### config.mk
export PLATFORM = sky130hd
export DESIGN_NAME = led_driver
export DESIGN_NICKNAME = d
export VERILOG_FILES = /design/src/include/led_driver_pkg.sv /design/src/hdl/led_driver.sv
export SDC_FILE = /design/constraint.sdc
export NUM_CORES = 1
export LEC_CHECK = 0
export BUFFER_PORTS_ARGS = -buffer_cell sky130_fd_sc_hd__clkbuf_2
export CAP_MARGIN = 20
export CORE_MARGIN = 1
export CORE_UTILIZATION = 35
export DETAILED_ROUTE_END_ITERATION = 8
export GPL_TIMING_DRIVEN = 1
export PLACE_DENSITY = 0.51
export SYNTH_ARGS = -nofsm -noshare
export SYNTH_HDL_FRONTEND = slang
export SYNTH_SLANG_ARGS = --single-unit
### constraint.sdc
create_clock -name pclk -period 3.9 [get_ports pclk]
set_input_delay 0.195 -clock pclk [delete_from_list [all_inputs] [get_ports pclk]]
set_output_delay 0.195 -clock pclk [all_outputs]
set_load 0.01 [all_outputs]
### src/include/led_driver_pkg.sv
`default_nettype none
package led_driver_pkg;

  // ----------------------------------------------------------------
  // timing
  // ----------------------------------------------------------------
  localparam int CLK_HZ = 10_000_000;
  localparam int CLK_NS = 100;
  localparam int OSC_HZ = 25_000_000;
  localparam int CH_PWM_HZ = 97_000;
  localparam int GROUP_DIM_HZ = 190;
  localparam int BLINK_MAX_HZ = 24;
  localparam int GLITCH_NS = 50;
  localparam int ACC_W = 24;
  localparam int RAMP_STEPS = 256;
  // phase increments: one accumulator wrap is one modulator period
  localparam logic [ACC_W-1:0] CH_PHASE_INC =
    ACC_W'((64'(CH_PWM_HZ) << ACC_W) / 64'(CLK_HZ));
  localparam logic [ACC_W-1:0] GROUP_PHASE_INC =
    ACC_W'((64'(GROUP_DIM_HZ) << ACC_W) / 64'(CLK_HZ));
  // blink ramp step at the fastest rate; slower rates repeat each step
  localparam logic [10:0] BLINK_STEP_CYCLES =
    11'(CLK_HZ / (BLINK_MAX_HZ * RAMP_STEPS));
  localparam int FILT_RAW = (GLITCH_NS + CLK_NS - 1) / CLK_NS;
  localparam logic [2:0] FILT_CYCLES = 3'((FILT_RAW < 1) ? 1 : FILT_RAW);

  // ----------------------------------------------------------------
  // register map (index; byte address is four times the index)
  // ----------------------------------------------------------------
  localparam logic [4:0] REG_MODE = 5'h00;
  localparam logic [4:0] REG_BRIGHT0 = 5'h01;
  localparam logic [4:0] REG_GROUP_DUTY = 5'h09;
  localparam logic [4:0] REG_GROUP_FREQ = 5'h0A;
  localparam logic [4:0] REG_OUT_LO = 5'h0B;
  localparam logic [4:0] REG_OUT_HI = 5'h0C;
  localparam logic [4:0] REG_SUB1 = 5'h0D;
  localparam logic [4:0] REG_SUB2 = 5'h0E;
  localparam logic [4:0] REG_SUB3 = 5'h0F;
  localparam logic [4:0] REG_ALLCALL = 5'h10;
  localparam logic [4:0] REG_STRAP_STATUS = 5'h11;
  localparam logic [4:0] REG_LED_STATUS = 5'h12;
  localparam int NREG_RW = 17;
  localparam logic [4:0] REG_LAST = 5'h12;

  localparam logic [7:0] MODE_RST = 8'h10;
  localparam logic [7:0] DUTY_RST = 8'hFF;
  localparam logic [7:0] SUB1_RST = 8'hE2;
  localparam logic [7:0] SUB2_RST = 8'hE4;
  localparam logic [7:0] SUB3_RST = 8'hE8;
  localparam logic [7:0] ALLCALL_RST = 8'hE0;
  localparam logic [7:0] ZERO_RST = 8'h00;
  localparam logic [6:0] RESET_CALL_ADDR = 7'h03;

  localparam int STEP_AUTO_BIT = 2;

  // ----------------------------------------------------------------
  // types
  // ----------------------------------------------------------------
  typedef struct packed {
    logic [2:0] sub_en;
    logic all_en;
    logic [1:0] unused;
    logic blink;
    logic update_on_ack;
  } mode_reg_type;

  typedef enum logic [1:0] {
    OUT_OFF, OUT_ON, OUT_PWM, OUT_PWM_GROUP
  } out_mode_type;

  typedef struct packed {
    logic psel;
    logic penable;
    logic pwrite;
    logic [11:0] paddr;
    logic [31:0] pwdata;
  } apb_req_type;

  typedef struct packed {
    logic [31:0] prdata;
    logic pready;
    logic pslverr;
  } apb_rsp_type;

  typedef enum {I2C_IDLE, I2C_RX, I2C_ACK, I2C_TX, I2C_RACK} i2c_state_type;
  typedef enum {PH_ADDR, PH_CTRL, PH_DATA} phase_type;

endpackage : led_driver_pkg
`default_nettype wire

### src/hdl/led_driver.sv
// Our own choices: the register offsets and register access over APB.
`timescale 1ns/1ps
`default_nettype none

// What this block does
// - eight channel modulators, 8-bit duty, 97 kHz period
// - shared group modulator dims selected outputs at 190 Hz
// - blink mode: group period 24 Hz to 10.66 s, 8-bit duty
// - each output off, on, own modulator, or own plus group
// - channel brightness resets to off, linear 256 steps
// - group duty resets to full brightness
// - active-low enable pin gates every output
// - outputs update per acknowledge or at stop; reset picks stop
// - group call and three sub addresses, each software enabled
// - own 7-bit address taken from seven strap inputs
// - reset call restores every register to its power-on value
// - modulator timing derives from the block's own clock
// - serial bus works up to 1 MHz clock rate
// - glitch filter on serial clock and data before protocol logic
// - first byte after address: low five pointer, top three step
// - group call enabled at reset, sub addresses disabled
// - reset call acknowledged only with the write direction
module led_driver (
  input wire logic pclk,
  input wire logic presetn,
  input wire led_driver_pkg::apb_req_type apb_req,
  output led_driver_pkg::apb_rsp_type apb_rsp,
  input wire logic scl_in,
  input wire logic sda_in,
  output logic sda_out,
  output logic sda_oe_n,
  input wire logic oe_n_in,
  input wire logic [6:0] addr_strap,
  output logic [7:0] led_out,
  output logic [7:0] led_oe_n
);
  import led_driver_pkg::*;

  // ----------------------------------------------------------------
  // pin synchronisers and glitch filter
  // ----------------------------------------------------------------
  logic [9:0] meta_q;
  logic [9:0] sync_q;

  always_ff @(posedge pclk or negedge presetn) begin
    if (!presetn) begin
      meta_q <= 10'h380;
      sync_q <= 10'h380;
    end else begin
      meta_q <= {scl_in, sda_in, oe_n_in, addr_strap};
      sync_q <= meta_q;
    end
  end

  wire [6:0] strap_w = sync_q[6:0];
  wire oe_n_w = sync_q[7];
  logic [1:0] filt_q;

  genvar g;
  for (g = 0; g < 2; g++) begin : g_filt
    logic [2:0] cnt_q;
    always_ff @(posedge pclk or negedge presetn) begin
      if (!presetn) begin
        cnt_q <= 3'h0;
        filt_q[g] <= 1'b1;
      end else if (sync_q[8+g] == filt_q[g]) begin
        cnt_q <= 3'h0;
      end else if (cnt_q + 3'h1 >= FILT_CYCLES) begin
        cnt_q <= 3'h0;
        filt_q[g] <= sync_q[8+g];
      end else begin
        cnt_q <= cnt_q + 3'h1;
      end
    end
  end

  wire sda_f = filt_q[0];
  wire scl_f = filt_q[1];
  logic scl_prev_q;
  logic sda_prev_q;

  always_ff @(posedge pclk or negedge presetn) begin
    if (!presetn) begin
      scl_prev_q <= 1'b1;
      sda_prev_q <= 1'b1;
    end else begin
      scl_prev_q <= scl_f;
      sda_prev_q <= sda_f;
    end
  end

  // edges seen at 10 MHz sampling cover a 1 MHz bus
  wire scl_rise = scl_f & ~scl_prev_q;
  wire scl_fall = ~scl_f & scl_prev_q;
  wire start_det = scl_f & scl_prev_q & sda_prev_q & ~sda_f;
  wire stop_det = scl_f & scl_prev_q & ~sda_prev_q & sda_f;

  // ----------------------------------------------------------------
  // register file
  // ----------------------------------------------------------------
  logic [7:0] cfg_q [NREG_RW];
  logic [7:0] live_q [NREG_RW];
  logic [7:0] led_on_q;

  function automatic logic [7:0] rst_val(input int idx);
    if (idx == int'(REG_MODE)) return MODE_RST;
    if (idx == int'(REG_GROUP_DUTY)) return DUTY_RST;
    if (idx == int'(REG_SUB1)) return SUB1_RST;
    if (idx == int'(REG_SUB2)) return SUB2_RST;
    if (idx == int'(REG_SUB3)) return SUB3_RST;
    if (idx == int'(REG_ALLCALL)) return ALLCALL_RST;
    return ZERO_RST;
  endfunction : rst_val

  function automatic logic [7:0] read_reg(input logic [4:0] idx,
                                          input logic [7:0] rw_val,
                                          input logic [6:0] strap,
                                          input logic [7:0] leds);
    if (idx < 5'(NREG_RW)) return rw_val;
    if (idx == REG_STRAP_STATUS) return {1'b0, strap};
    return leds;
  endfunction : read_reg

  mode_reg_type mode_w;
  assign mode_w = mode_reg_type'(cfg_q[REG_MODE]);
  wire blink_w = live_q[REG_MODE][1];

  // ----------------------------------------------------------------
  // serial slave
  // ----------------------------------------------------------------
  i2c_state_type st_q;
  phase_type phase_q;
  logic [3:0] bitcnt_q;
  logic [7:0] shift_q;
  logic [4:0] ptr_q;
  logic [2:0] step_q;
  logic rd_q;
  logic call_q;
  logic nack_q;
  logic sda_drive_q;

  wire [6:0] rx_addr = shift_q[7:1];
  wire rx_rw = shift_q[0];
  wire hit_own = rx_addr == strap_w;
  // extra addresses, each behind its enable bit
  wire hit_all = mode_w.all_en & (rx_addr == cfg_q[REG_ALLCALL][7:1]);
  wire hit_sub1 = mode_w.sub_en[0] & (rx_addr == cfg_q[REG_SUB1][7:1]);
  wire hit_sub2 = mode_w.sub_en[1] & (rx_addr == cfg_q[REG_SUB2][7:1]);
  wire hit_sub3 = mode_w.sub_en[2] & (rx_addr == cfg_q[REG_SUB3][7:1]);
  // reset call only with the write direction
  wire hit_call = (rx_addr == RESET_CALL_ADDR) & ~rx_rw;
  wire addr_hit = hit_own | hit_all | hit_sub1 | hit_sub2 | hit_sub3 |
                  hit_call;

  wire byte_done = scl_fall & (st_q == I2C_RX) & (bitcnt_q == 4'h8);
  wire ptr_ok = ptr_q < 5'(NREG_RW);
  wire i2c_wr = byte_done & (phase_q == PH_DATA) & ptr_ok;
  wire [4:0] ptr_inc = (ptr_q >= REG_LAST) ? 5'h00 : ptr_q + 5'h01;
  wire [4:0] ptr_adv = step_q[STEP_AUTO_BIT] ? ptr_inc : ptr_q;
  // reset call takes effect when its acknowledge ends
  wire soft_rst = scl_fall & (st_q == I2C_ACK) & call_q;
  wire [7:0] rd_cur = read_reg(ptr_q, ptr_ok ? cfg_q[ptr_q] : 8'h00,
                               strap_w, led_on_q);
  wire ptr_adv_ok = ptr_adv < 5'(NREG_RW);
  wire [7:0] rd_next = read_reg(ptr_adv, ptr_adv_ok ? cfg_q[ptr_adv] : 8'h00,
                                strap_w, led_on_q);

  always_ff @(posedge pclk or negedge presetn) begin
    if (!presetn) begin
      st_q <= I2C_IDLE;
      phase_q <= PH_ADDR;
      bitcnt_q <= 4'h0;
      shift_q <= 8'h00;
      ptr_q <= 5'h00;
      step_q <= 3'h0;
      rd_q <= 1'b0;
      call_q <= 1'b0;
      nack_q <= 1'b0;
      sda_drive_q <= 1'b0;
    end else if (stop_det) begin
      st_q <= I2C_IDLE;
      sda_drive_q <= 1'b0;
    end else if (start_det) begin
      st_q <= I2C_RX;
      phase_q <= PH_ADDR;
      bitcnt_q <= 4'h0;
      rd_q <= 1'b0;
      call_q <= 1'b0;
      sda_drive_q <= 1'b0;
    end else begin
      unique case (st_q)
        I2C_IDLE: begin
        end
        I2C_RX: begin
          if (scl_rise && bitcnt_q < 4'h8) begin
            shift_q <= {shift_q[6:0], sda_f};
            bitcnt_q <= bitcnt_q + 4'h1;
          end else if (byte_done) begin
            st_q <= I2C_ACK;
            sda_drive_q <= 1'b1;
            unique case (phase_q)
              PH_ADDR: begin
                rd_q <= rx_rw;
                call_q <= hit_call;
                if (!addr_hit) begin
                  st_q <= I2C_IDLE;
                  sda_drive_q <= 1'b0;
                end
              end
              // control byte loads pointer and step options
              PH_CTRL: begin
                ptr_q <= shift_q[4:0];
                step_q <= shift_q[7:5];
              end
              PH_DATA: ptr_q <= ptr_adv;
            endcase
          end
        end
        I2C_ACK: begin
          if (scl_fall) begin
            bitcnt_q <= 4'h0;
            sda_drive_q <= 1'b0;
            if (call_q) begin
              st_q <= I2C_IDLE;
              ptr_q <= 5'h00;
              step_q <= 3'h0;
            end else if (rd_q) begin
              st_q <= I2C_TX;
              shift_q <= rd_cur;
              sda_drive_q <= ~rd_cur[7];
            end else begin
              st_q <= I2C_RX;
              phase_q <= (phase_q == PH_ADDR) ? PH_CTRL : PH_DATA;
            end
          end
        end
        I2C_TX: begin
          if (scl_fall) begin
            if (bitcnt_q == 4'h7) begin
              st_q <= I2C_RACK;
              sda_drive_q <= 1'b0;
            end else begin
              shift_q <= {shift_q[6:0], 1'b0};
              sda_drive_q <= ~shift_q[6];
              bitcnt_q <= bitcnt_q + 4'h1;
            end
          end
        end
        I2C_RACK: begin
          if (scl_rise) begin
            nack_q <= sda_f;
          end else if (scl_fall) begin
            if (nack_q) begin
              st_q <= I2C_IDLE;
            end else begin
              st_q <= I2C_TX;
              ptr_q <= ptr_adv;
              shift_q <= rd_next;
              sda_drive_q <= ~rd_next[7];
              bitcnt_q <= 4'h0;
            end
          end
        end
      endcase
    end
  end

  assign sda_out = 1'b0;
  assign sda_oe_n = ~sda_drive_q;

  // ----------------------------------------------------------------
  // apb slave: zero wait, data and error captured in setup
  // ----------------------------------------------------------------
  wire [4:0] apb_idx = apb_req.paddr[6:2];
  wire apb_map = (apb_req.paddr[11:7] == 5'h00) &
                 (apb_req.paddr[1:0] == 2'b00) & (apb_idx <= REG_LAST);
  wire apb_rw_ok = apb_map & (apb_idx < 5'(NREG_RW));
  wire apb_setup = apb_req.psel & ~apb_req.penable;
  wire apb_wr = apb_req.psel & apb_req.penable & apb_req.pwrite & apb_rw_ok;
  wire [7:0] apb_rd = read_reg(apb_idx, apb_rw_ok ? cfg_q[apb_idx] : 8'h00,
                               strap_w, led_on_q);
  logic [7:0] prdata_q;
  logic slverr_q;

  always_ff @(posedge pclk or negedge presetn) begin
    if (!presetn) begin
      prdata_q <= 8'h00;
      slverr_q <= 1'b0;
    end else if (apb_setup) begin
      prdata_q <= (apb_map && !apb_req.pwrite) ? apb_rd : 8'h00;
      slverr_q <= apb_req.pwrite ? ~apb_rw_ok : ~apb_map;
    end
  end

  assign apb_rsp = '{prdata: {24'h000000, prdata_q}, pready: 1'b1,
                     pslverr: slverr_q};

  // staged settings: live copy follows at ack or at stop
  always_ff @(posedge pclk or negedge presetn) begin
    if (!presetn) begin
      for (int i = 0; i < NREG_RW; i++) begin
        cfg_q[i] <= rst_val(i);
        live_q[i] <= rst_val(i);
      end
    end else if (soft_rst) begin
      for (int i = 0; i < NREG_RW; i++) begin
        cfg_q[i] <= rst_val(i);
        live_q[i] <= rst_val(i);
      end
    end else begin
      if (stop_det) begin
        for (int i = 0; i < NREG_RW; i++) begin
          live_q[i] <= cfg_q[i];
        end
      end
      if (i2c_wr) begin
        cfg_q[ptr_q] <= shift_q;
        if (mode_w.update_on_ack) begin
          live_q[ptr_q] <= shift_q;
        end
      end
      // bus writes from the local processor apply at once
      if (apb_wr) begin
        cfg_q[apb_idx] <= apb_req.pwdata[7:0];
        live_q[apb_idx] <= apb_req.pwdata[7:0];
      end
    end
  end

  // ----------------------------------------------------------------
  // modulators
  // ----------------------------------------------------------------
  logic [ACC_W-1:0] ch_acc_q;
  logic [ACC_W-1:0] grp_acc_q;
  logic [10:0] presc_q;
  logic [7:0] fdiv_q;
  logic [7:0] blink_ramp_q;

  // one shared accumulator per period, clock derived
  always_ff @(posedge pclk or negedge presetn) begin
    if (!presetn) begin
      ch_acc_q <= '0;
      grp_acc_q <= '0;
    end else begin
      ch_acc_q <= ch_acc_q + CH_PHASE_INC;
      grp_acc_q <= grp_acc_q + GROUP_PHASE_INC;
    end
  end

  // blink period is (freq + 1) times the fastest period
  wire presc_end = presc_q == BLINK_STEP_CYCLES - 11'h001;
  wire fdiv_end = fdiv_q == live_q[REG_GROUP_FREQ];

  always_ff @(posedge pclk or negedge presetn) begin
    if (!presetn) begin
      presc_q <= 11'h000;
      fdiv_q <= 8'h00;
      blink_ramp_q <= 8'h00;
    end else if (presc_end) begin
      presc_q <= 11'h000;
      fdiv_q <= fdiv_end ? 8'h00 : fdiv_q + 8'h01;
      if (fdiv_end) begin
        blink_ramp_q <= blink_ramp_q + 8'h01;
      end
    end else begin
      presc_q <= presc_q + 11'h001;
    end
  end

  // linear duty: on while ramp below setting
  wire [7:0] ch_ramp = ch_acc_q[ACC_W-1 -: 8];
  // group ramp picks dim or blink timebase
  wire [7:0] grp_ramp = blink_w ? blink_ramp_q : grp_acc_q[ACC_W-1 -: 8];
  wire grp_on = grp_ramp < live_q[REG_GROUP_DUTY];
  wire [15:0] out_sel = {live_q[REG_OUT_HI], live_q[REG_OUT_LO]};
  logic [7:0] led_on_w;

  for (g = 0; g < 8; g++) begin : g_out
    wire out_mode_type om = out_mode_type'(out_sel[2*g +: 2]);
    wire ch_on = ch_ramp < live_q[int'(REG_BRIGHT0) + g];
    assign led_on_w[g] = (om == OUT_ON) | ((om == OUT_PWM) & ch_on) |
                         ((om == OUT_PWM_GROUP) & ch_on & grp_on);
  end

  // enable pin high releases every output
  always_ff @(posedge pclk or negedge presetn) begin
    if (!presetn) begin
      led_on_q <= 8'h00;
    end else begin
      led_on_q <= led_on_w & {8{~oe_n_w}};
    end
  end

  assign led_out = 8'h00;
  assign led_oe_n = ~led_on_q;

endmodule : led_driver

`default_nettype wire

======== After elaboration in Yosys (flattened, before gate mapping) ========
Cells that the tools add are included.
word-level totals
  register bits after elaboration ......... 482
  bits in latches ......................... 0
  bits in writable memories ............... 0
  bits in read-only memories .............. 0
  input port bits ......................... 59
  output and inout port bits .............. 52
  memories ................................ 0
operators by class
  $add $sub $neg .......................... 9
  multipliers ............................. 0
  div/mod/pow operators ................... 0
  magnitude comparators ................... 22
  eq/ne operators ......................... 80
  shift-type cells ........................ 0
  mux-type cells .......................... 148
  bitwise gates (word level) .............. 92
  reductions and logical operators ........ 31
operators by type and width
  operator                  count
  $mux W136                 11
  $bwmux W136               4
  $mux W32                  14
  $mux W8                   38
  $eq A32 B2 Y1 const B     4
  $pmux W32 S4              1
  $bmux W8 S5               3
  $eq A32 B3 Y1 const B     3
  $demux W8 S5              2
  $lt A8 B8 Y1              9
  $eq A32 B1 Y1 const B     2
  $logic_not A32 Y1         2
  $mux W5                   10
  $and A1 B1 Y1             49
  $eq A7 B7 Y1              5
  $mux W1                   35
  $eq A2 B2 Y1 const B      16
  $mux W4                   8
  $ne A4 B4 Y1 const B      8
  $pmux W8 S4               1
  $ne A2 B2 Y1 const B      15
  $mux W3                   9
  $add A24 B18 Y24 const B  1
  $add A24 B9 Y24 const B   1
  51 further kinds          131

======== Logic depth before layout (Yosys ltp) ========
  word-level depth ........................ 18
  mapped depth ............................ 13
  mapped depth without buffers ............ 9

======== Worst setup path after synthesis ========
Ideal clock, no wire load.
  path type ............................... reg-to-reg
  from .................................... register ptr_q[0]
  to ...................................... register shift_q[2]
  setup time .............................. 66 ps
  data arrival time ....................... 2,916 ps
  slack ................................... 918 ps
  stages on the path, launching flop included .. 13
  period minus slack after synthesis ...... 2,982 ps
  path through ............................ dfrtp_1 buf_2 inv_1 clkbuf_1 ha_1 o41ai_4 a41oi_4 buf_2 a41o_1 o211ai_1 nand2_1 a2111oi_0 a221o_1
between the ends
  word-level cells in the longest chain between the ends .. 15
ends and longest elaborated chain
  what                                           line               source
  start: declaration                             led_driver.sv:135  logic [4:0] ptr_q;
  start signal: assignment                       led_driver.sv:212  ptr_q <= shift_q[4:0];
  start signal: assignment                       led_driver.sv:215  PH_DATA: ptr_q <= ptr_adv;
  start signal: assignment                       led_driver.sv:257  ptr_q <= ptr_adv;
  $add A5 B1 Y5 or $ge A5 B5 Y1 (tied branches)  led_driver.sv:158  wire [4:0] ptr_inc = (ptr_q >= REG_LAST) ? 5'h00 : ptr_q + 5'h01;
  $mux W5                                        led_driver.sv:158
  $mux W5                                        led_driver.sv:159  wire [4:0] ptr_adv = step_q[STEP_AUTO_BIT] ? ptr_inc : ptr_q;
  $not A5 Y6 (not written as such)               led_driver.sv:165  wire [7:0] rd_next = read_reg(ptr_adv, ptr_adv_ok ? cfg_q[ptr_adv] : 8'h00,
  $bmux W8 S5                                    led_driver.sv:165
  $mux W8 (not written as such) (2 in a row)     led_driver.sv:165
  $mux W8                                        led_driver.sv:119  if (idx < 5'(NREG_RW)) return rw_val;
  $mux W8                                        led_driver.sv:120  if (idx == REG_STRAP_STATUS) return {1'b0, strap};
  $mux W8                                        led_driver.sv:121  return leds;
  $mux W8                                        led_driver.sv:120
  $mux W8                                        led_driver.sv:253  if (nack_q) begin
  $mux W8                                        led_driver.sv:252  end else if (scl_fall) begin
  $mux W8                                        led_driver.sv:250  if (scl_rise) begin
  $pmux W8 S4 (*)                                led_driver.sv:191  unique case (st_q)
  end signal: assignment                         led_driver.sv:196  shift_q <= {shift_q[6:0], sda_f};
  end signal: assignment                         led_driver.sv:243  shift_q <= {shift_q[6:0], 1'b0};
  end signal: assignment                         led_driver.sv:258  shift_q <= rd_next;
  end: declaration                               led_driver.sv:134  logic [7:0] shift_q;
Mark *: on every way between the ends. The rest lies on a longest branch, timed or not. The select of a mux whose other input is x is not followed.
A chain may end at the register's enable or synchronous reset.

======== Worst setup path after layout ========
  from .................................... register ptr_q[1]
  to ...................................... register shift_q[3]
Same word-level chain as after synthesis.

==> flow_metrics.env <==
export IMPL_ant_nets=0
export IMPL_max_freq_mhz=270
export IMPL_r2r_slack_ps=190
export IMPL_synth_adder_area_share_pct=3.75
export IMPL_synth_area_per_cell_um2=9.10
export IMPL_firstDrtPassIters=7
export IMPL_drt_first_iter_violations=2548
export IMPL_first_global_vias=22600
export IMPL_arrival_ps=4230
export IMPL_period_needed_ps=3710
export IMPL_muxShareOfSynthArea_pct=17.2
export IMPL_postCtsSetupRepairBufs=0
export IMPL_r2r_start="ptr_q[1]"
export IMPL_routed_wl_mm=103
export IMPL_yosys_most_used_dff="dfrtp_1"
export IMPL_vias=23500
export IMPL_grt_pass1_wl_mm=153
export IMPL_cp_end_kind="flip-flop"
export IMPL_gr_total_overflow=0
export IMPL_cts_resized=0
export IMPL_fin_crit_sh_pct=95.1
export IMPL_p_per_area_nw_per_um2=420
export IMPL_hold_buffers=14
export IMPL_path_cells="ha_1 > o41ai_4 > a41oi_4 > a41o_1 > o211ai_1 > a21oi_1 > a2111oi_0 > a221o_1"
export IMPL_drive_gt1_share_pct=18.0
export IMPL_viasPerCell=5.97
export IMPL_clk_path_buf_depth=3
export IMPL_async_flop_share_pct=100
export IMPL_fin_area_um2=29700
export IMPL_n_antenna_cell=0
export IMPL_core_area_um2=74400
export IMPL_synth_compound_area_share_pct=17.0
export IMPL_tns_ps=0
export IMPL_final_util_pct=39.9
export IMPL_root_buffer="clkbuf_16"
export IMPL_seq_area_frac_synth_pct=36.3
export IMPL_grt_antenna_before_repair=3
export IMPL_grt_max_degree=119
export IMPL_hp_class="input port to flip-flop"
export IMPL_worstRegToRegCells=8
export IMPL_die_y_um=276
export IMPL_slew_viol_final=0
export IMPL_fin_skew_ps=21.5
export IMPL_drcViolationCount=0
export IMPL_synth_seq_cells=380
export IMPL_start_util_pct=35.4
export IMPL_io_pins=111
export IMPL_critPathKind="flip-flop to flip-flop"
export IMPL_synth_top_family_by_area="multiplexers"
export IMPL_leakagePower_nw=13.3
export IMPL_critPathTopFamily="compound AO/OA/AOI/OAI gates"
export IMPL_finalHoldViolations=0
export IMPL_grt_usage_pct=26.5
export IMPL_htreeDepth=2
export IMPL_synth_cell_types=84
export IMPL_ir_drop_mv=0.257
export IMPL_status="complete, no violations"
export IMPL_r2r_end="shift_q[3]"
export IMPL_pre_cts_slack_ps=333
export IMPL_place_area_um2=27900
export IMPL_cpMaxStageDelayCell="o41ai_4"
export IMPL_slew_headroom_pct=30.0
export IMPL_synth_area_um2=26400
export IMPL_multi_input_area_um2=15500
export IMPL_cts_sinks=380
export IMPL_numPortBuffers=52
export IMPL_die_w_um=276
export IMPL_cp_depth=8
export IMPL_die_area_um2=76400
export IMPL_rsz0062_at_grt="no"
export IMPL_max_cap_viol_count=0
export IMPL_endpoint="shift_q[3]"
export IMPL_hpwl_mm=71.3
export IMPL_crit_required_ps=4430
export IMPL_worst_pin_slew_ps=1050
export IMPL_synth_edff_count=0
export IMPL_fill_cells=7313
export IMPL_cts_tree="done"
export IMPL_globalplace_congestion=1.01
export IMPL_insertion_delay_ps=610
export IMPL_yosys_area_share_xor_xnor_pct=3.58
export IMPL_final_nets=3065
export IMPL_rows=100
export IMPL_worstPathMaxFanout=16
export IMPL_crit_path_max_incr_delay_ps=760
export IMPL_startpoint_type="flip-flop"
export IMPL_critPathBufInv=0
export IMPL_cp_startpoint="ptr_q[1]"
export IMPL_syn_to_final_growth_pct=12.5
export IMPL_yosysWarnings=0
export IMPL_numCtsBuffers=48
export IMPL_wl_per_cell_um=26.1
export IMPL_synthCells=2897
export IMPL_hold_path_depth=4
export IMPL_synth_simple_gate_area_share_pct=16.4
export IMPL_hp_start="apb_req[32]"
export IMPL_setup_viol=0
export IMPL_register_area_um2=9570
export IMPL_clk_pin_slew_worst_paths_ps=60
export IMPL_layout_setup_ws_ps=193
-- cells in the mapped netlist (23+ instances only) --
cell type	instances	area [um2]
nand2_1	477	1790
dfrtp_1	338	8460
a21oi_1	229	1150
mux2i_1	158	1580
clkbuf_1	138	518
nor2_1	136	510
mux2_2	132	1490
nand3_1	121	606
o211ai_1	115	863
o21ai_0	111	556
inv_1	105	394
ha_1	79	988
xnor2_1	70	613
mux4_2	65	1460
buf_2	47	235
dfstp_2	42	1100
buf_4	40	300
and3_1	39	244
xor2_1	36	315
a211oi_1	30	225
nand4_1	25	156
a311oi_1	24	210
a31oi_1	23	144
nor3_1	23	115
-- worst min-delay path by stage --
stage | endpoint | slack, ps
CTS | slverr_q | 30
floorplan | bitcnt_q[0] | -100
global placement | meta_q[8] | 280
global route | slverr_q | 110
finish | slverr_q | 60
detailed placement | meta_q[7] | 290
-- where the power goes --
| part | total [mW] | switching [mW] | internal, mW |
|---|---|---|---|
| registers | 4.58 | 0.536 | 4.05 |
| logic | 3.28 | 2.17 | 1.11 |
| clock network | 4.61 | 1.84 | 2.77 |
| total | 12.5 | 4.54 | 7.93 |
-- layer usage --
layer  vias to the layer above  wire, um  part of all wire, %  global-route usage [%]
li1                      10500         -                    -                       -
met1                     11700     44200                   43                    36.4
met2                      1079     46600                   45                    41.7
met3                       202      8030                  7.8                    4.44
met4                         2      3950                  3.8                    9.86
met5                         -        12                0.012                       0
-- cells in the final DEF, fill, tap and decap left out, drive strengths merged, types with 40 or more instances in the layout --
master and instances:
buf 120, inv 107, clkbuf 125, o21ai 114, a21oi 230, conb 40
ha 79, nand3 126, o211ai 115, nor2 137, mux2i 158, nand2 480
xnor2 71, mux2 133, mux4 65, dfrtp 338, dfstp 42
-- tightest hold or removal path, delay by kind of cell --
kind                   cells  cell delay, ps
buffers and inverters      1              70
AOI/OAI and AO/OA          1             170
and+or+nand+nor            2             180
-- sequential cells by signal, summed over array words and instances (netlist names), 2 cells and up --
name	flops
cfg_q	128
live_q	80
ch_acc_q	23
grp_acc_q	23
g_out.om	16
presc_q	11
meta_q	10
sync_q	10
blink_ramp_q	8
fdiv_q	8
led_on_q	8
mode_w	8
prdata_q	8
shift_q	8
g_filt.cnt_q	6
ptr_q	5
bitcnt_q	4
st_q	3
phase_q	2
-- cell type report --
type                    count  share of cell area [%]
flip-flops and latches    380                    32.3
well taps                 969                    4.09
clock buffers              74                    4.79
repair buffers            185                    4.69
multi-input cells        2206                    52.2
clock inverters            16                   0.666
inverters                 106                    1.34
-- kinds of logic after synthesis --
| group | Yosys count |
|---|---|
| AND/OR/NAND/NOR | 941 |
| XOR/XNOR | 107 |
| AO/OA/AOI/OAI | 683 |
| multiplexers | 356 |
| flip-flops | 380 |
| adder cells (fa/ha/maj) | 79 |
| other | 2 |
| buffers and inverters | 349 |
-- through the flow --
stage,total power [mW],cells,hold WS [ps]
floorplan,6.35,2935,-101
global placement,7.79,3832,282
detailed placement,7.81,3832,285
CTS,12.5,3936,34.4
global route,12.9,3936,114
finish,12.5,3936,56.1
Power figures use the tool's default switching activity.
